## src/verilog/dqs_pkg.sv

```systemverilog
// shared constants, types and register map of the slot sink adapter
package dqs_pkg;
	// ***************************************************************
	// slot and overhead constants
	// ***************************************************************
	localparam logic [7:0]  DQS_EXP_LABEL  = 8'h14;
	localparam logic [7:0]  DQS_HCS_COSET  = 8'h55;
	localparam logic [7:0]  DQS_ALL_ONES   = 8'hff;
	localparam logic [7:0]  DQS_EMPTY      = 8'h00;
	localparam logic [5:0]  DQS_SLOT_LAST  = 6'h34;
	localparam logic [6:0]  DQS_SLOT_LEN   = 7'h35;
	localparam logic [6:0]  DQS_SOI_STEP   = 7'h2d;
	localparam logic [5:0]  DQS_HCS_POS    = 6'h04;
	localparam logic [5:0]  DQS_PAY_FIRST  = 6'h05;
	localparam int          DQS_DESCR_LEN  = 43;
	localparam logic [7:0]  DQS_CRC_POLY   = 8'h07;
	// ***************************************************************
	// timing
	// ***************************************************************
	localparam int          DQS_FRAME_NS   = 125000;
	localparam int          DQS_CLK_NS     = 5;
	localparam int          DQS_FRAME_CYC  = DQS_FRAME_NS / DQS_CLK_NS;
	localparam int          DQS_ALPHA      = 7;
	localparam int          DQS_DELTA      = 6;
	localparam int          DQS_ACCEPT     = 5;
	// ***************************************************************
	// register map
	// ***************************************************************
	localparam logic [7:0]  DQS_REG_CTRL   = 8'h00;
	localparam logic [7:0]  DQS_REG_STATUS = 8'h04;
	localparam logic [7:0]  DQS_REG_LABEL  = 8'h08;
	localparam logic [3:0]  DQS_CTRL_RST   = 4'h0;
	localparam int          DQS_CTRL_ACT   = 0;
	localparam int          DQS_CTRL_FORCE = 1;
	localparam int          DQS_CTRL_HOB   = 2;
	localparam int          DQS_CTRL_MODE  = 3;
	localparam logic [1:0]  DQS_RESP_OKAY  = 2'b00;
	localparam logic [1:0]  DQS_RESP_SLV   = 2'b10;
	// ***************************************************************
	// types
	// ***************************************************************
	typedef enum logic [2:0] {
		DQS_K_NONE = 3'b000, DQS_K_PAY = 3'b001, DQS_K_C2 = 3'b010,
		DQS_K_H4 = 3'b011, DQS_K_F2 = 3'b100, DQS_K_F3 = 3'b101
	} dqs_kind_t;
	typedef enum logic [1:0] {
		DQS_T_BODY = 2'b00, DQS_T_START = 2'b01, DQS_T_MGMT1 = 2'b10, DQS_T_MGMT2 = 2'b11
	} dqs_type_t;
	typedef enum logic [1:0] {
		DQS_LSS_CONN = 2'b00, DQS_LSS_UP = 2'b01, DQS_LSS_NOHOB = 2'b10, DQS_LSS_DOWN = 2'b11
	} dqs_lss_t;
	typedef enum logic [1:0] {
		DQS_HUNT = 2'b00, DQS_PRESYNC = 2'b01, DQS_SYNC = 2'b10
	} dqs_dstate_t;
	typedef struct packed {
		logic       strobe;
		logic       fs;
		dqs_kind_t  kind;
		logic [7:0] data;
	} dqs_vc4_t;
	typedef struct packed {
		logic       strobe;
		dqs_type_t  octet_type_mark;
		logic       octet_valid_mark;
		logic [7:0] data;
	} dqs_out_t;
endpackage

```

## src/verilog/dqs_sink_adapter.sv

```systemverilog
// slot sink adapter: delineation, descrambling, link status and register slave
`timescale 1ns/1ps
module dqs_sink_adapter
	import dqs_pkg::*;
#(
	parameter int FRAME_CYCLES = dqs_pkg::DQS_FRAME_CYC,
	parameter int ALPHA        = dqs_pkg::DQS_ALPHA,
	parameter int DELTA        = dqs_pkg::DQS_DELTA,
	parameter int ACCEPT       = dqs_pkg::DQS_ACCEPT
) (
	// clock, reset, enable
	input  wire logic               clk_sys,
	input  wire logic               resetn,
	input  wire logic               ce,
	// vc-4 side
	input  wire dqs_pkg::dqs_vc4_t  vc4_in,
	input  wire logic               trail_signal_fail_in,
	// dqdb layer side
	output dqs_pkg::dqs_out_t       slot_out,
	output logic                    frame_timing_mark,
	output logic                    link_state_out,
	output logic                    server_fail_out,
	output dqs_pkg::dqs_lss_t       outgoing_link_code,
	// management
	output logic                    label_mismatch_report,
	output logic                    delineation_loss_report,
	output logic [7:0]              accepted_label_out,
	// axi4-lite slave
	input  wire logic [7:0]         s_axi_awaddr,
	input  wire logic               s_axi_awvalid,
	output logic                    s_axi_awready,
	input  wire logic [31:0]        s_axi_wdata,
	input  wire logic [3:0]         s_axi_wstrb,
	input  wire logic               s_axi_wvalid,
	output logic                    s_axi_wready,
	output logic [1:0]              s_axi_bresp,
	output logic                    s_axi_bvalid,
	input  wire logic               s_axi_bready,
	input  wire logic [7:0]         s_axi_araddr,
	input  wire logic               s_axi_arvalid,
	output logic                    s_axi_arready,
	output logic [31:0]             s_axi_rdata,
	output logic [1:0]              s_axi_rresp,
	output logic                    s_axi_rvalid,
	input  wire logic               s_axi_rready
);
	import dqs_pkg::*;

	// ***************************************************************
	// functions
	// ***************************************************************
	function automatic logic [7:0] dqs_crc8(input logic [23:0] hdr);
		logic [7:0] c;
		logic       fb;
		c = 8'h00;
		for (int i = 23; i >= 0; i--) begin
			fb = c[7] ^ hdr[i];
			c = {c[6:0], 1'b0};
			if (fb) begin
				c = c ^ DQS_CRC_POLY;
			end
		end
		return c;
	endfunction

	// returns {next state, descrambled octet}, msb received first
	function automatic logic [DQS_DESCR_LEN+7:0] dqs_descr(input logic [DQS_DESCR_LEN-1:0] sr_in,
		input logic [7:0] d);
		logic [DQS_DESCR_LEN-1:0] sr;
		logic [7:0]               o;
		sr = sr_in;
		o = 8'h00;
		for (int i = 7; i >= 0; i--) begin
			o[i] = d[i] ^ sr[DQS_DESCR_LEN-1];
			sr = {sr[DQS_DESCR_LEN-2:0], d[i]};
		end
		return {sr, o};
	endfunction

	function automatic logic [5:0] dqs_soi_next(input logic [5:0] s);
		logic [6:0] t;
		t = {1'b0, s} + DQS_SOI_STEP;
		if (t >= DQS_SLOT_LEN) begin
			t = t - DQS_SLOT_LEN;
		end
		return t[5:0];
	endfunction

	// ***************************************************************
	// control register and decode of the incoming octet
	// ***************************************************************
	logic [3:0]  ctrl;
	logic        act, force_link_down, head_of_bus_capable, mode_hcs, mode_q;
	logic        pay, h4_oct, c2_oct, f2_oct, f3_oct;
	logic [5:0]  soi;
	logic [1:0]  link_status_code;
	assign act                 = ctrl[DQS_CTRL_ACT];
	assign force_link_down     = ctrl[DQS_CTRL_FORCE];
	assign head_of_bus_capable = ctrl[DQS_CTRL_HOB];
	assign mode_hcs            = ctrl[DQS_CTRL_MODE];
	assign pay    = ce & vc4_in.strobe & (vc4_in.kind == DQS_K_PAY);
	assign h4_oct = ce & vc4_in.strobe & (vc4_in.kind == DQS_K_H4);
	assign c2_oct = ce & vc4_in.strobe & (vc4_in.kind == DQS_K_C2);
	assign f2_oct = ce & vc4_in.strobe & (vc4_in.kind == DQS_K_F2);
	assign f3_oct = ce & vc4_in.strobe & (vc4_in.kind == DQS_K_F3);
	assign soi    = vc4_in.data[5:0];

	// ***************************************************************
	// delineation
	// ***************************************************************
	dqs_dstate_t dstate;
	logic [3:0]  chk_cnt;
	logic [5:0]  pos, exp_soi;
	logic [23:0] hdr_win;
	logic        hcs_ev, hcs_ok, h4_ev, h4_ok, soi_valid, ev, ok;
	logic        delineation_loss_defect;
	assign hcs_ok    = (dqs_crc8(hdr_win) == (vc4_in.data ^ DQS_HCS_COSET));
	assign hcs_ev    = pay & mode_hcs & ((dstate == DQS_HUNT) | (pos == DQS_HCS_POS));
	assign soi_valid = (soi <= DQS_SLOT_LAST);
	assign h4_ev     = h4_oct & ~mode_hcs;
	assign h4_ok     = soi_valid & ((dstate == DQS_HUNT) | (soi == exp_soi));
	assign ev        = mode_hcs ? hcs_ev : h4_ev;
	assign ok        = mode_hcs ? hcs_ok : h4_ok;
	assign delineation_loss_defect = (dstate != DQS_SYNC);

	always_ff @(posedge clk_sys or negedge resetn) begin
		if (!resetn) begin
			dstate <= DQS_HUNT;
			chk_cnt <= 4'h0;
			mode_q <= 1'b0;
		end else if (ce) begin
			mode_q <= mode_hcs;
			if (mode_q != mode_hcs) begin
				dstate <= DQS_HUNT;
				chk_cnt <= 4'h0;
			end else if (ev) begin
				case (dstate)
					DQS_HUNT: begin
						if (ok) begin
							dstate <= DQS_PRESYNC;
						end
						chk_cnt <= 4'h0;
					end
					DQS_PRESYNC: begin
						if (!ok) begin
							dstate <= DQS_HUNT;
							chk_cnt <= 4'h0;
						end else if (chk_cnt == 4'(DELTA - 1)) begin
							dstate <= DQS_SYNC;
							chk_cnt <= 4'h0;
						end else begin
							chk_cnt <= chk_cnt + 4'h1;
						end
					end
					DQS_SYNC: begin
						if (ok) begin
							chk_cnt <= 4'h0;
						end else if (chk_cnt == 4'(ALPHA - 1)) begin
							dstate <= DQS_HUNT;
							chk_cnt <= 4'h0;
						end else begin
							chk_cnt <= chk_cnt + 4'h1;
						end
					end
					default: begin
						dstate <= DQS_HUNT;
						chk_cnt <= 4'h0;
					end
				endcase
			end
		end
	end

	// slot position of the next payload octet
	always_ff @(posedge clk_sys or negedge resetn) begin
		if (!resetn) begin
			pos <= 6'h00;
			exp_soi <= 6'h00;
			hdr_win <= 24'h000000;
		end else begin
			if (pay) begin
				hdr_win <= {hdr_win[15:0], vc4_in.data};
				if (mode_hcs && dstate == DQS_HUNT && hcs_ok) begin
					pos <= DQS_PAY_FIRST;
				end else begin
					pos <= (pos == DQS_SLOT_LAST) ? 6'h00 : pos + 6'h01;
				end
			end
			if (h4_ev) begin
				exp_soi <= soi_valid ? dqs_soi_next(soi) : dqs_soi_next(exp_soi);
				if (h4_ok) begin
					pos <= (soi == 6'h00) ? 6'h00 : 6'(DQS_SLOT_LEN - {1'b0, soi});
				end
			end
		end
	end

	// ***************************************************************
	// descrambler
	// ***************************************************************
	logic [DQS_DESCR_LEN-1:0] descr_sr;
	logic [DQS_DESCR_LEN+7:0] descr_res;
	logic                     in_payload;
	assign descr_res  = dqs_descr(descr_sr, vc4_in.data);
	assign in_payload = pay & (dstate != DQS_HUNT) & (pos >= DQS_PAY_FIRST);

	always_ff @(posedge clk_sys or negedge resetn) begin
		if (!resetn) begin
			descr_sr <= '0;
		end else if (in_payload) begin
			descr_sr <= descr_res[DQS_DESCR_LEN+7:8];
		end
	end

	// ***************************************************************
	// signal label, incoming link code, timing mark
	// ***************************************************************
	logic [7:0]  label_cand;
	logic [2:0]  label_cnt;
	logic        label_mismatch_defect;
	logic [19:0] frame_cnt;
	assign label_mismatch_defect = (accepted_label_out != DQS_EXP_LABEL);

	always_ff @(posedge clk_sys or negedge resetn) begin
		if (!resetn) begin
			label_cand <= 8'h00;
			label_cnt <= 3'h0;
			accepted_label_out <= 8'h00;
		end else if (c2_oct) begin
			if (vc4_in.data != label_cand) begin
				label_cand <= vc4_in.data;
				label_cnt <= 3'h0;
			end else if (label_cnt == 3'(ACCEPT - 2)) begin
				accepted_label_out <= label_cand;
			end else begin
				label_cnt <= label_cnt + 3'h1;
			end
		end
	end

	always_ff @(posedge clk_sys or negedge resetn) begin
		if (!resetn) begin
			link_status_code <= DQS_LSS_DOWN;
		end else if (h4_oct) begin
			link_status_code <= vc4_in.data[7:6];
		end
	end

	always_ff @(posedge clk_sys or negedge resetn) begin
		if (!resetn) begin
			frame_cnt <= 20'h00000;
			frame_timing_mark <= 1'b0;
		end else if (ce) begin
			if ((vc4_in.strobe && vc4_in.fs) || frame_cnt == 20'(FRAME_CYCLES - 1)) begin
				frame_cnt <= 20'h00000;
				frame_timing_mark <= 1'b1;
			end else begin
				frame_cnt <= frame_cnt + 20'h00001;
				frame_timing_mark <= 1'b0;
			end
		end
	end

	// ***************************************************************
	// consequent actions and link status table
	// ***************************************************************
	logic     server_signal_fail, next_link_up;
	dqs_lss_t next_code;
	assign server_signal_fail = trail_signal_fail_in | label_mismatch_defect | delineation_loss_defect;

	always_comb begin
		next_link_up = 1'b0;
		next_code = DQS_LSS_DOWN;
		if (force_link_down) begin
			next_code = DQS_LSS_DOWN;
		end else if (server_signal_fail) begin
			next_code = head_of_bus_capable ? DQS_LSS_DOWN : DQS_LSS_NOHOB;
		end else if (link_status_code == DQS_LSS_CONN) begin
			next_link_up = 1'b1;
			next_code = DQS_LSS_CONN;
		end else if (link_status_code == DQS_LSS_UP) begin
			next_code = DQS_LSS_CONN;
		end else begin
			next_code = DQS_LSS_UP;
		end
	end

	always_ff @(posedge clk_sys or negedge resetn) begin
		if (!resetn) begin
			link_state_out <= 1'b0;
			server_fail_out <= 1'b1;
			outgoing_link_code <= DQS_LSS_DOWN;
			label_mismatch_report <= 1'b0;
			delineation_loss_report <= 1'b0;
		end else if (ce) begin
			link_state_out <= next_link_up;
			server_fail_out <= server_signal_fail;
			outgoing_link_code <= next_code;
			label_mismatch_report <= act & label_mismatch_defect & ~trail_signal_fail_in;
			delineation_loss_report <= act & delineation_loss_defect & ~trail_signal_fail_in
				& ~label_mismatch_defect;
		end
	end

	// ***************************************************************
	// output octet stream
	// ***************************************************************
	logic [7:0] raw;
	dqs_type_t  next_type;
	assign raw = (pay && pos == DQS_HCS_POS) ? (vc4_in.data ^ DQS_HCS_COSET)
		: (in_payload ? descr_res[7:0] : vc4_in.data);
	assign next_type = f2_oct ? DQS_T_MGMT1 : (f3_oct ? DQS_T_MGMT2
		: ((pos == 6'h00) ? DQS_T_START : DQS_T_BODY));

	always_ff @(posedge clk_sys or negedge resetn) begin
		if (!resetn) begin
			slot_out <= '{strobe: 1'b0, octet_type_mark: DQS_T_BODY, octet_valid_mark: 1'b0, data: DQS_ALL_ONES};
		end else if (ce) begin
			slot_out.strobe <= pay | f2_oct | f3_oct;
			if (pay || f2_oct || f3_oct) begin
				slot_out.octet_type_mark <= next_type;
				if (!act) begin
					slot_out.data <= DQS_ALL_ONES;
					slot_out.octet_valid_mark <= 1'b0;
				end else if (server_signal_fail && head_of_bus_capable) begin
					slot_out.data <= DQS_EMPTY;
					slot_out.octet_valid_mark <= 1'b1;
				end else begin
					slot_out.data <= raw;
					slot_out.octet_valid_mark <= ~server_signal_fail;
				end
			end
		end
	end

	// ***************************************************************
	// axi4-lite slave
	// ***************************************************************
	logic       aw_held, w_held;
	logic [7:0] aw_addr;
	logic [7:0] w_byte;
	logic       w_lane;
	assign s_axi_awready = ce & ~aw_held & ~s_axi_bvalid;
	assign s_axi_wready  = ce & ~w_held & ~s_axi_bvalid;
	assign s_axi_arready = ce & ~s_axi_rvalid;

	always_ff @(posedge clk_sys or negedge resetn) begin
		if (!resetn) begin
			aw_held <= 1'b0;
			w_held <= 1'b0;
			aw_addr <= 8'h00;
			w_byte <= 8'h00;
			w_lane <= 1'b0;
			ctrl <= DQS_CTRL_RST;
			s_axi_bvalid <= 1'b0;
			s_axi_bresp <= DQS_RESP_OKAY;
		end else if (ce) begin
			if (s_axi_awvalid && s_axi_awready) begin
				aw_held <= 1'b1;
				aw_addr <= s_axi_awaddr;
			end
			if (s_axi_wvalid && s_axi_wready) begin
				w_held <= 1'b1;
				w_byte <= s_axi_wdata[7:0];
				w_lane <= s_axi_wstrb[0];
			end
			if (aw_held && w_held) begin
				aw_held <= 1'b0;
				w_held <= 1'b0;
				s_axi_bvalid <= 1'b1;
				if ({aw_addr[7:2], 2'b00} == DQS_REG_CTRL) begin
					s_axi_bresp <= DQS_RESP_OKAY;
					if (w_lane) begin
						ctrl <= w_byte[3:0];
					end
				end else if ({aw_addr[7:2], 2'b00} == DQS_REG_STATUS
					|| {aw_addr[7:2], 2'b00} == DQS_REG_LABEL) begin
					s_axi_bresp <= DQS_RESP_OKAY;
				end else begin
					s_axi_bresp <= DQS_RESP_SLV;
				end
			end else if (s_axi_bvalid && s_axi_bready) begin
				s_axi_bvalid <= 1'b0;
			end
		end
	end

	always_ff @(posedge clk_sys or negedge resetn) begin
		if (!resetn) begin
			s_axi_rvalid <= 1'b0;
			s_axi_rdata <= 32'h00000000;
			s_axi_rresp <= DQS_RESP_OKAY;
		end else if (ce) begin
			if (s_axi_arvalid && s_axi_arready) begin
				s_axi_rvalid <= 1'b1;
				s_axi_rresp <= DQS_RESP_OKAY;
				case ({s_axi_araddr[7:2], 2'b00})
					DQS_REG_CTRL:   s_axi_rdata <= {28'h0000000, ctrl};
					DQS_REG_STATUS: s_axi_rdata <= {22'h000000, dstate, outgoing_link_code,
						link_status_code, link_state_out, server_fail_out,
						delineation_loss_report, label_mismatch_report};
					DQS_REG_LABEL:  s_axi_rdata <= {24'h000000, accepted_label_out};
					default: begin
						s_axi_rdata <= 32'h00000000;
						s_axi_rresp <= DQS_RESP_SLV;
					end
				endcase
			end else if (s_axi_rvalid && s_axi_rready) begin
				s_axi_rvalid <= 1'b0;
			end
		end
	end
endmodule
```

## config.mk

```make
export PLATFORM = sky130hd
export DESIGN_NAME = dqs_sink_adapter
export DESIGN_NICKNAME = d
export VERILOG_FILES = /design/src/verilog/dqs_pkg.sv /design/src/verilog/dqs_sink_adapter.sv
export SDC_FILE = /design/constraint.sdc
export NUM_CORES = 1
export LEC_CHECK = 0
export BUFFER_PORTS_ARGS = -buffer_cell sky130_fd_sc_hd__buf_2
export CAP_MARGIN = 20
export CORE_MARGIN = 1.5
export CORE_UTILIZATION = 25
export CTS_CLUSTER_SIZE = 20
export DETAILED_ROUTE_END_ITERATION = 8
export PLACE_DENSITY = 0.51
export RECOVER_POWER = 25
export SLEW_MARGIN = 20
export SYNTH_ARGS = -nofsm -noshare
export SYNTH_HDL_FRONTEND = slang
export SYNTH_SLANG_ARGS = --single-unit
export TNS_END_PERCENT = 1
```

## constraint.sdc

```tcl
create_clock -name clk_sys -period 3.5 [get_ports clk_sys]
set_input_delay 0.175 -clock clk_sys [delete_from_list [all_inputs] [get_ports clk_sys]]
set_output_delay 0.175 -clock clk_sys [all_outputs]
set_load 0.02 [all_outputs]
```

==> summary.md, run 1 <==
| Metric | Value |
|---|---|
| Status | complete, but fails checks |
| Failing checks | capacitance limit, slew limit |
| DRT Wirelength | 22900 um |
| CP endpoint kind | flop |
| Global Route Usage Sum | 12.0% |
| DP Worst Slack | 0.0571 ns |
| Root buf cell | clkbuf_16 |
| Post-synth ARST share | 100% |
| Worst path bufs/invs | 0 |
| Area growth from synthesis to layout | 17.4% |
| Worst R2R Setup Slack | 0.16 ns |
| Residual DRC count | 0 |
| Final period util | 95.5% |
| Placement Rows | 71 |
| Worst hold path class | input pin to flop |
| Slew Viols, Final | 85 |
| Area of the mapped netlist | 0.00963 sq mm |
| Worst-Skew Late Latency | 0.45 ns |
| Maximum root-to-sink buffer count | 2 |
| TritonCTS Buffers | 17 |
| Core footprint | 0.0378 sq mm |
| Via count | 6793 |
| Final hold violations | 0 |
| Clock transition at path regs | 0.08 ns |
| Final global-route overflow total | 0 |
| EDFF count, synth | 0 |
| RSZ-0062 raised after global routing | false |
| Startpoint Class | flop |
| Worst r2r path cells | 9 |
| WS Path Type | flop to flop |
| DR iter-0 viols | 375 |
| WL/cell | 14.9 um |
| Worst IR drop on VDD | 0.000303 V |
| CP max-delay cell | or4b_1 |
| Synth Register Bits | 177 |
| Sequential Power Share | 38.5% |
| NetSw | 2.42 mW |
| Synth Instances | 922 |
| Post-CTS Setup Repair Bufs | 0 |
| Starting Density | 25.5% |
| CP max FO | 7 |
| Crit path depth | 9 |
| First-pass GRT wire length | 36700 um |
| R2R Path Start | hdr_win[22] |
| Post-DP HPWL | 16400 um |
| Clk sink count | 177 |
| Antenna-violating nets left | 0 |
| CP top delay family | XOR/XNOR gates |
| Cell internal pwr | 4.81 mW |
| CTS H-Tree Depth | 4 |
| CP cell instances | xnor2_2 > xor3_2 > xnor3_2 > xnor2_1 > or3_4 > a211oi_4 > o21bai_1 > or4b_1 > o211ai_1 |
| Reg area | 0.00445 sq mm |
| Sw Share | 33.5% |
| FF-to-FF End | dstate[0] |
| Final setup margin | 0.156 ns |
| YS warnings | 0 |
| Worst Max-Slew Pin Slew | 2.23 ns |
| Slew HR | -48.8% |
| Number of antenna violations at the first check in global routing | 1 |
| Worst EP arrival | 3.71 ns |
| Pwr/cell area | 639 mW/mm^2 |
| Setup TNS | 0 ns |
| Max-cap violation count | 1 |
| Share of layout cells above drive strength 1 | 22.8% |
| Drt pass-1 iters | 4 |
| Final Wtd Congestion | 0.787 |
| Sequential fraction of the synthesis area | 46.2% |
| CP peak stage delay | 0.53 ns |
| Vias in the first global route | 6782 |
| Setup violations, final | 0 |
| Layout filler cell count | 3923 |
| Full die area | 0.0397 sq mm |
| Pleak | 5.20 nW |
| Syn_area_per_cell | 10.4 sq um |
| TritonCTS clock tree | done |
| Chip height | 199 um |
| FMAX | 299 MHz |
| Worst setup path start | hdr_win[22] |
| Most common cell after layout, fill and taps aside | dfrtp_1 |
| Distinct cells, synth | 68 |
| CP required | 3.87 ns |
| Largest net degree at the start of global routing | 86 |
| Io pins | 142 |
| Multi-input logic area | 0.00485 sq mm |
| IO buf count | 82 |
| Vias per std cell | 4.41 |
| Comb power frac | 35.8% |
| Clk pwr share | 25.7% |
| Most used flip-flop cell after synthesis | dfrtp_1 |
| Critical Path Sink | dstate[0] |
| Die width | 199 um |
| Most frequent cells in the layout | dfrtp_1 (163), nand2_1 (140), mux2_2 (79) |
| Final min period | 3.34 ns |
| Worst clock skew | 0.0189 ns |
| Layout net count | 1108 |
-- metrics by stage --
stage / util (%) / hold WS [ns] / total power, mW / cells / instance area, sq um
after CTS: 30.0 / 0.0217 / 7.31 / 1540 / 11300
after global placement: 28.1 / 0.292 / 5.36 / 1494 / 10600
final: 29.9 / 0.0350 / 7.23 / 1541 / 11300
after floorplan: - / -0.121 / 4.85 / 945 / 9710
after global routing: 29.9 / 0.0562 / 7.71 / 1540 / 11300
after detailed placement: 28.1 / 0.290 / 5.39 / 1494 / 10600
-- worst min path at each step --
| stage | cells past startpoint | start | endpoint |
|---|---|---|---|
| 6_report | 3 | s_axi_araddr[3] | s_axi_rresp[1] |
| 5_1_grt | 3 | s_axi_araddr[3] | s_axi_rresp[1] |
| 4_1_cts | 3 | s_axi_araddr[3] | s_axi_rresp[1] |
| 3_5_place_dp | 1 | resetn | hdr_win[13] |
| 3_3_place_gp | 1 | resetn | hdr_win[14] |
| 2_1_floorplan | 0 | resetn | accepted_label_out[0] |
-- power groups by stage --
stage | registers (mW) | logic, mW | clock network (mW)
after floorplan | 2.73 | 2.12 | 0
after global placement | 2.81 | 2.55 | 0
after detailed placement | 2.82 | 2.57 | 0
after CTS | 2.78 | 2.60 | 1.92
after global routing | 2.85 | 2.85 | 2.01
final | 2.78 | 2.58 | 1.86
-- per-layer routing --
layer / up-vias / part of all wire (%) / track usage (%)
met5: - / 0.057 / 0
met4: 2 / 1.9 / 4.01
met3: 30 / 3.3 / 2.31
met2: 112 / 45 / 19.2
met1: 3341 / 49 / 16.2
li1: 3308 / - / -
-- synth_stat cells, types with 4 or more instances --
cell / number / area share (%)
inv_1: 25 / 0.97
nand2_1: 140 / 5.5
nand2b_1: 11 / 0.71
mux2i_1: 9 / 0.94
o31ai_1: 4 / 0.31
buf_4: 24 / 1.9
o21ai_0: 40 / 2.1
xor2_1: 27 / 2.5
a21oi_1: 30 / 1.6
mux2_2: 79 / 9.2
and2_1: 10 / 0.65
nor4_1: 4 / 0.26
o22ai_1: 5 / 0.32
nand3_1: 25 / 1.3
a31oi_1: 15 / 0.97
nand4_1: 7 / 0.45
xnor2_1: 64 / 5.8
a21o_1: 4 / 0.31
nor2_1: 54 / 2.1
a22o_1: 15 / 1.4
nor3_1: 8 / 0.42
nor4b_1: 4 / 0.36
or3_1: 5 / 0.32
dfstp_2: 13 / 3.5
nor2b_1: 8 / 0.52
or2_2: 5 / 0.32
clkbuf_1: 34 / 1.3
xnor3_1: 9 / 2.1
xor3_4: 4 / 1.1
dfrtp_1: 164 / 43
ha_1: 18 / 2.3
buf_1: 8 / 0.31
-- flip-flops by register name, summed over array words and instances (netlist names), 6 cells and up --
name / flops
accepted_label_out: 8
aw_addr: 6
descr_sr: 43
exp_soi: 6
frame_cnt: 20
hdr_win: 24
label_cand: 8
pos: 6
s_axi_rdata: 10
slot_out: 12
-- timing repair --
item	4_1_cts	5_1_grt
hold endpoints to repair	89	0
hold buffers	14	0
resized for setup	0	2
endpoints found under the setup margin	0	3
-- logic make-up after synthesis --
family / Yosys count / synth area share, %
AND/OR/NAND/NOR: 296 / 14.1
flip-flops: 177 / 46.2
AO/OA/AOI/OAI: 138 / 9.40
XOR/XNOR: 110 / 12.9
buffers and inverters: 92 / 4.54
multiplexers: 89 / 10.3
adder cells (fa/ha/maj): 19 / 2.44
other: 1 / 0.0390
-- cell type report --
class / instances / share of cell area, %
clock buffer: 19 / 3.83
timing repair buffer: 119 / 6.30
inverter: 25 / 0.830
sequential: 177 / 39.3
antenna: 1 / 0.0221
tap: 511 / 5.66
multi-input combinational: 676 / 42.9
clock inverter: 13 / 1.12
-- tightest hold or removal path: stages --
cell and delay, ns:
buf_2 0.14, nand2_1 0.06, a21oi_1 0.05
No activity file was read; power rests on OpenSTA's default activity.
==> run 2: changes to the inputs <==
Settings changed: TNS_END_PERCENT 1 to 30.
Clock period 3.5 ns to 3 ns, I/O delays scaled along.
==> run 2 against run 1 <==
Largest cell class unchanged; clock-buffer cell count decreased by 1; clock skew decreased by 0.0034 ns; critical path type unchanged; global-route usage increased by 0.35 points; critical endpoint unchanged; final cell count increased by 2.7%; worst setup slack got worse by 0.25 ns; the run ends with capacitance limit, slew limit, setup timing left.
==> summary.md, run 2 (synthesis gave the netlist of run 1 again) <==
| Metric | Value |
|---|---|
| Max reg flops | 43 |
| RSZ-0062 raised after global routing | true |
| Area growth from synthesis to layout | 22.0% |
| Hold depth | 3 |
| Number of antenna violations at the first check in global routing | 2 |
| Worst path bufs/invs | 0 |
| Vias per std cell | 4.40 |
| CP max FO | 4 |
| Fin util | 31.1% |
| Core footprint | 0.0378 sq mm |
| Placement Rows | 71 |
| Post-DP HPWL | 17000 um |
| Biggest regs | descr_sr (43), hdr_win (24), frame_cnt (20) |
| First-pass GRT wire length | 37700 um |
| WS Path Type | flop to flop |
| FMAX | 323 MHz |
| Largest net degree at the start of global routing | 64 |
| Full die area | 0.0397 sq mm |
| WL/cell | 15.0 um |
| TritonCTS clock tree | done |
| CTS H-Tree Depth | 4 |
| Worst Max-Slew Pin Slew | 1.59 ns |
| CP required | 3.34 ns |
| Drt pass-1 iters | 5 |
| Setup TNS | -0.315 ns |
| Root buf cell | clkbuf_16 |
| Worst r2r path cells | 9 |
| CP top delay family | XOR/XNOR gates |
| Die width | 199 um |
| Pwr/cell area | 737 mW/mm^2 |
| Worst IR drop on VDD | 0.000385 V |
| Share of layout cells above drive strength 1 | 27.0% |
| Vias in the first global route | 6762 |
| Slew HR | -5.71% |
| Most common cell after layout, fill and taps aside | dfrtp_1 |
| DR iter-0 viols | 354 |
| Worst-Skew Late Latency | 0.43 ns |
| Setup violations, final | 9 |
| Starting Density | 25.5% |
| Diodes inserted | 0 |
| Final setup margin | -0.0949 ns |
| Chip height | 199 um |
| CP most frequent cell | xnor3_1 |
| Worst hold path class | input pin to flop |
| Io pins | 142 |
| CP max-delay cell | or4b_1 |
| Via count | 6959 |
| Residual DRC count | 0 |
| Status | complete, but fails checks |
| Clock transition at path regs | 0.07 ns |
| Max-cap violation count | 1 |
| Worst EP arrival | 3.43 ns |
| Layout net count | 1150 |
| Crit path depth | 9 |
| Startpoint Class | flop |
| TritonCTS Buffers | 17 |
| Final Wtd Congestion | 0.817 |
| Failing checks | capacitance limit, slew limit, setup timing |
| Final period util | 103% |
| Final min period | 3.09 ns |
| Slew Viols, Final | 60 |
| Final global-route overflow total | 0 |
| Clk sink count | 177 |
| CP peak stage delay | 0.51 ns |
| Global Route Usage Sum | 12.4% |
| Largest Register | descr_sr |
| DRT Wirelength | 23800 um |
| Most frequent cells in the layout | dfrtp_1 (163), nand2_1 (139), mux2_2 (79) |
| Worst clock skew | 0.0155 ns |
| CP endpoint kind | flop |
| Antenna-violating nets left | 0 |
| Pleak | 5.46 nW |
| Maximum root-to-sink buffer count | 2 |
| Final hold violations | 0 |
| IO buf count | 82 |
| CP cell instances | xnor2_2 > xnor3_1 > xnor3_1 > xnor2_1 > nand4_1 > a211oi_4 > o21bai_1 > or4b_1 > o211ai_1 |
run 2: what timing repair did:
item,CTS,global route
gates resized for setup,8,12
cloned,0,0
pin swaps,18,16
hold endpoints to repair,62,0
setup endpoints to repair,11,12
hold buffers,14,0
setup buffers,6,3
run 2: tightest hold or removal path: cells and delay by family:
kind,cells,cell delay (ns)
buf+inv,1,0.14
simple gates,1,0.06
compound gates,1,0.06
run 2: layout make-up:
type	instances	area [sq um]
Clock buffer	18	439
Clock inverter	14	104
Fill cell	3881	26000
Inverter	25	93.8
Multi-Input combinational cell	676	4970
Sequential cell	177	4450
Tap cell	511	639
Timing Repair Buffer	161	1050
run 2: final timing paths:
path | from | endpoint | slack [ns]
hold reg to reg | label_cnt[0] | label_cnt[0] | 0.49
setup / recovery | hdr_win[21] | dstate[0] | -0.09
min in group asynchronous | resetn | hdr_win[2] | 0.66
setup reg to reg | hdr_win[21] | dstate[0] | -0.09
hold / removal | s_axi_araddr[3] | s_axi_rresp[1] | 0.02
max in group asynchronous | resetn | link_status_code[1] | 1.09
run 2: metrics by stage:
stage               instance area, sq um  cells  hold slack, ns  setup WS [ns]  total power, mW
floorplan                           9740    945          -0.146         0.0176             5.67
detailed placement                 10900   1527           0.177         -0.152             6.44
global placement                   10900   1527           0.175         -0.118             6.39
finish                             11700   1582          0.0209        -0.0949             8.65
global route                       11700   1582          0.0465         -0.197             9.20
CTS                                11700   1579        0.000182         -0.116             8.66
run 2: where the power goes:
part | internal [mW] | leakage (nW) | switching, mW
sequential | 2.82 | 2.30 | 0.413
clock | 1.09 | 0.269 | 0.993
combinational | 1.84 | 2.89 | 1.50
run 2: metal layers:
metal  part of all wire, %  GRT usage [%]  wire length, um
met1                    49           17.3            11700
met3                   3.4           2.09              807
met4                   1.6           3.87              375
met2                    46           19.3            10900
met5                 0.097              0               23
==> run 3: changes to the inputs <==
Settings changed: CORE_UTILIZATION 25 to 44, PLACE_DENSITY 0.51 to 0.75.
Clock period 3 ns to 2.8 ns, I/O delays scaled along.
==> run 3 against run 2 <==
The flow still finishes with violations (capacitance limit, slew limit, setup timing); critical path type unchanged; register-to-register slack lost 0.16 ns; clock-buffer cell count rose by 3; die area shrank 43%; hold slack gained 0.015 ns; power grew 11%; non-clock buffer count is 7 lower; combinational power up 6%; global-route usage is 8.0 points higher; highest routed layer unchanged; maximum frequency up 1.4%; sequential power increased by 7.4%; worst setup slack worse by 0.16 ns.
==> summary.md, run 3 (synthesis gave the netlist of run 1 again) <==
| Metric | Value |
|---|---|
| DP Worst Slack | -0.253 ns |
| FF-to-FF End | dstate[0] |
| Grt peak-use layer | met2 |
| Pwr/cell area | 839 mW/mm^2 |
| Placement Rows | 53 |
| R2R Path Start | hdr_win[13] |
| First-pass GRT wire length | 36000 um |
| Pleak | 5.45 nW |
| CP cell instances | xnor2_2 > xor3_2 > xnor3_2 > xnor2_2 > or3_4 > a211oi_4 > o21bai_1 > or4b_1 > o211ai_1 |
| Worst EP arrival | 3.39 ns |
| Core footprint | 0.0212 sq mm |
| Final global-route overflow total | 0 |
| Layout filler cell count | 1842 |
| Cell internal pwr | 6.46 mW |
| Area growth from synthesis to layout | 18.6% |
| Global Route Usage Sum | 20.3% |
| Io pins | 142 |
| Final Wtd Congestion | 0.843 |
| Clock transition at path regs | 0.07 ns |
| IO buf count | 82 |
| Antenna-violating nets left | 0 |
| Share of layout cells above drive strength 1 | 26.8% |
| NetSw | 3.12 mW |
| Worst clock skew | 0.0138 ns |
| Comb power frac | 36.8% |
| Sw Share | 32.6% |
| Met1 usage | 27.6% |
| Most common cell after layout, fill and taps aside | dfrtp_1 |
| Full die area | 0.0228 sq mm |
| Drt pass-1 iters | 4 |
| Maximum root-to-sink buffer count | 2 |
| Diodes inserted | 0 |
| Die width | 151 um |
| Failing checks | capacitance limit, slew limit, setup timing |
| Max reg flops | 43 |
| DR iter-0 viols | 365 |
| TritonCTS clock tree | done |
| Worst R2R Setup Slack | -0.25 ns |
| Vias per std cell | 5.28 |
| Setup TNS | -1.46 ns |
| Max-cap violation count | 2 |
| CTS H-Tree Depth | 4 |
| Most frequent cells in the layout | dfrtp_1 (162), nand2_1 (140), mux2_2 (79) |
| Startpoint Class | flop |
| DRT Wirelength | 22000 um |
| Final setup margin | -0.251 ns |
| Clk pwr share | 26.9% |
| CP endpoint kind | flop |
| Critical Path Sink | dstate[0] |
| Residual DRC count | 0 |
| WS Path Type | flop to flop |
| Status | complete, but fails checks |
| Layout net count | 1143 |
| Number of antenna violations at the first check in global routing | 1 |
| Worst Max-Slew Pin Slew | 1.98 ns |
| Sequential Power Share | 36.2% |
| Worst IR drop on VDD | 0.000564 V |
| Setup violations, final | 12 |
| RSZ-0062 raised after global routing | true |
| Biggest regs | descr_sr (43), hdr_win (24), frame_cnt (20) |
| Worst r2r path cells | 9 |
| M2 GR Usage | 33.4% |
| WL/cell | 16.4 um |
| CP most frequent cell | xnor2_2 |
| CP required | 3.14 ns |
| Worst setup path start | hdr_win[13] |
| CP peak stage delay | 0.47 ns |
| CP max-delay cell | or4b_1 |
| CP max FO | 6 |
| Largest net degree at the start of global routing | 78 |
| Final period util | 109% |
| Starting Density | 45.4% |
| Vias in the first global route | 6894 |
| GR Util met3 | 3.52% |
| FMAX | 328 MHz |
| Chip height | 151 um |
| Worst hold path class | input pin to flop |
| Clk sink count | 177 |
| Final hold violations | 0 |
| Via count | 7075 |
| Final min period | 3.05 ns |
| Slew HR | -31.9% |
| Worst-Skew Late Latency | 0.43 ns |
| Post-DP HPWL | 15300 um |
| Slew Viols, Final | 110 |
| Root buf cell | clkbuf_16 |
| TritonCTS Buffers | 17 |
| Largest Register | descr_sr |
==> run 3: changes by cell type in the layout (fill, tap and decap cells not counted), moves of 2 or more <==
cell and change:
buf_2 +9, bufinv_16 +3, nor2_2 -2, inv_8 +2, xnor2_4 -2, buf_4 -3, clkinv_4 -2, buf_6 -4
clkinv_2 -5, clkbuf_1 -7, clkbuf_8 +2
==> run 3: stage by stage <==
stage	total power [mW]	utilization, %	instance area (sq um)	cells	hold WS (ns)
5_1_grt	10.1	53.8	11400	1339	0.0270
6_report	9.58	53.8	11400	1339	0.0357
2_1_floorplan	6.09	-	9770	945	-0.156
3_5_place_dp	6.92	50.1	10600	1292	0.226
4_1_cts	9.61	53.9	11400	1339	0.0141
3_3_place_gp	6.79	50.1	10600	1292	0.229
==> run 3: worst min path at each step <==
| stage | start | endpoint | depth (start not counted) |
|---|---|---|---|
| 6_report | trail_signal_fail_in | label_mismatch_report | 3 |
| 4_1_cts | s_axi_araddr[3] | s_axi_rresp[1] | 3 |
| 2_1_floorplan | resetn | accepted_label_out[0] | 0 |
| 3_3_place_gp | resetn | hdr_win[10] | 1 |
| 5_1_grt | s_axi_araddr[3] | s_axi_rresp[1] | 3 |
| 3_5_place_dp | resetn | hdr_win[18] | 1 |
==> run 3: critical path, delay by kind of cell (launching register included) <==
family          cells  cell delay [ns]
simple gates        2             0.86
compound gates      3             0.63
xor+xnor            4             1.01
flops               1             0.46
==> run 3: cell type report <==
class | instances | area, sq um | area share [%]
Clock buffer | 21 | 470 | 4.12
Timing Repair Buffer | 154 | 978 | 8.57
Sequential cell | 177 | 4450 | 39.0
Multi-Input combinational cell | 676 | 4920 | 43.1
Clock inverter | 11 | 166 | 1.46
Inverter | 25 | 93.8 | 0.822
Tap cell | 275 | 344 | 3.01
==> run 3: power groups by stage <==
stage	Sequential (mW)	Clock, mW	Combinational [mW]
6_report	3.47	2.58	3.53
5_1_grt	3.54	2.74	3.84
4_1_cts	3.46	2.62	3.53
3_5_place_dp	3.50	0	3.42
3_3_place_gp	3.48	0	3.31
2_1_floorplan	3.42	0	2.67
==> run 3: what timing repair did <==
| item | 4_1_cts | 5_1_grt |
|---|---|---|
| hold buffers | 14 | 0 |
| pin swaps | 5 | 1 |
| gates resized for setup | 3 | 3 |
| hold endpoints to repair | 76 | 0 |
| buffers inserted | 1 | 0 |
| endpoints found under the setup margin | 12 | 12 |
==> run 3: per-layer routing <==
layer,part of all wire (%),routed length [um]
met4,1.6,357
met2,48,10600
met3,3.9,847
met1,46,10200
met5,0.059,13
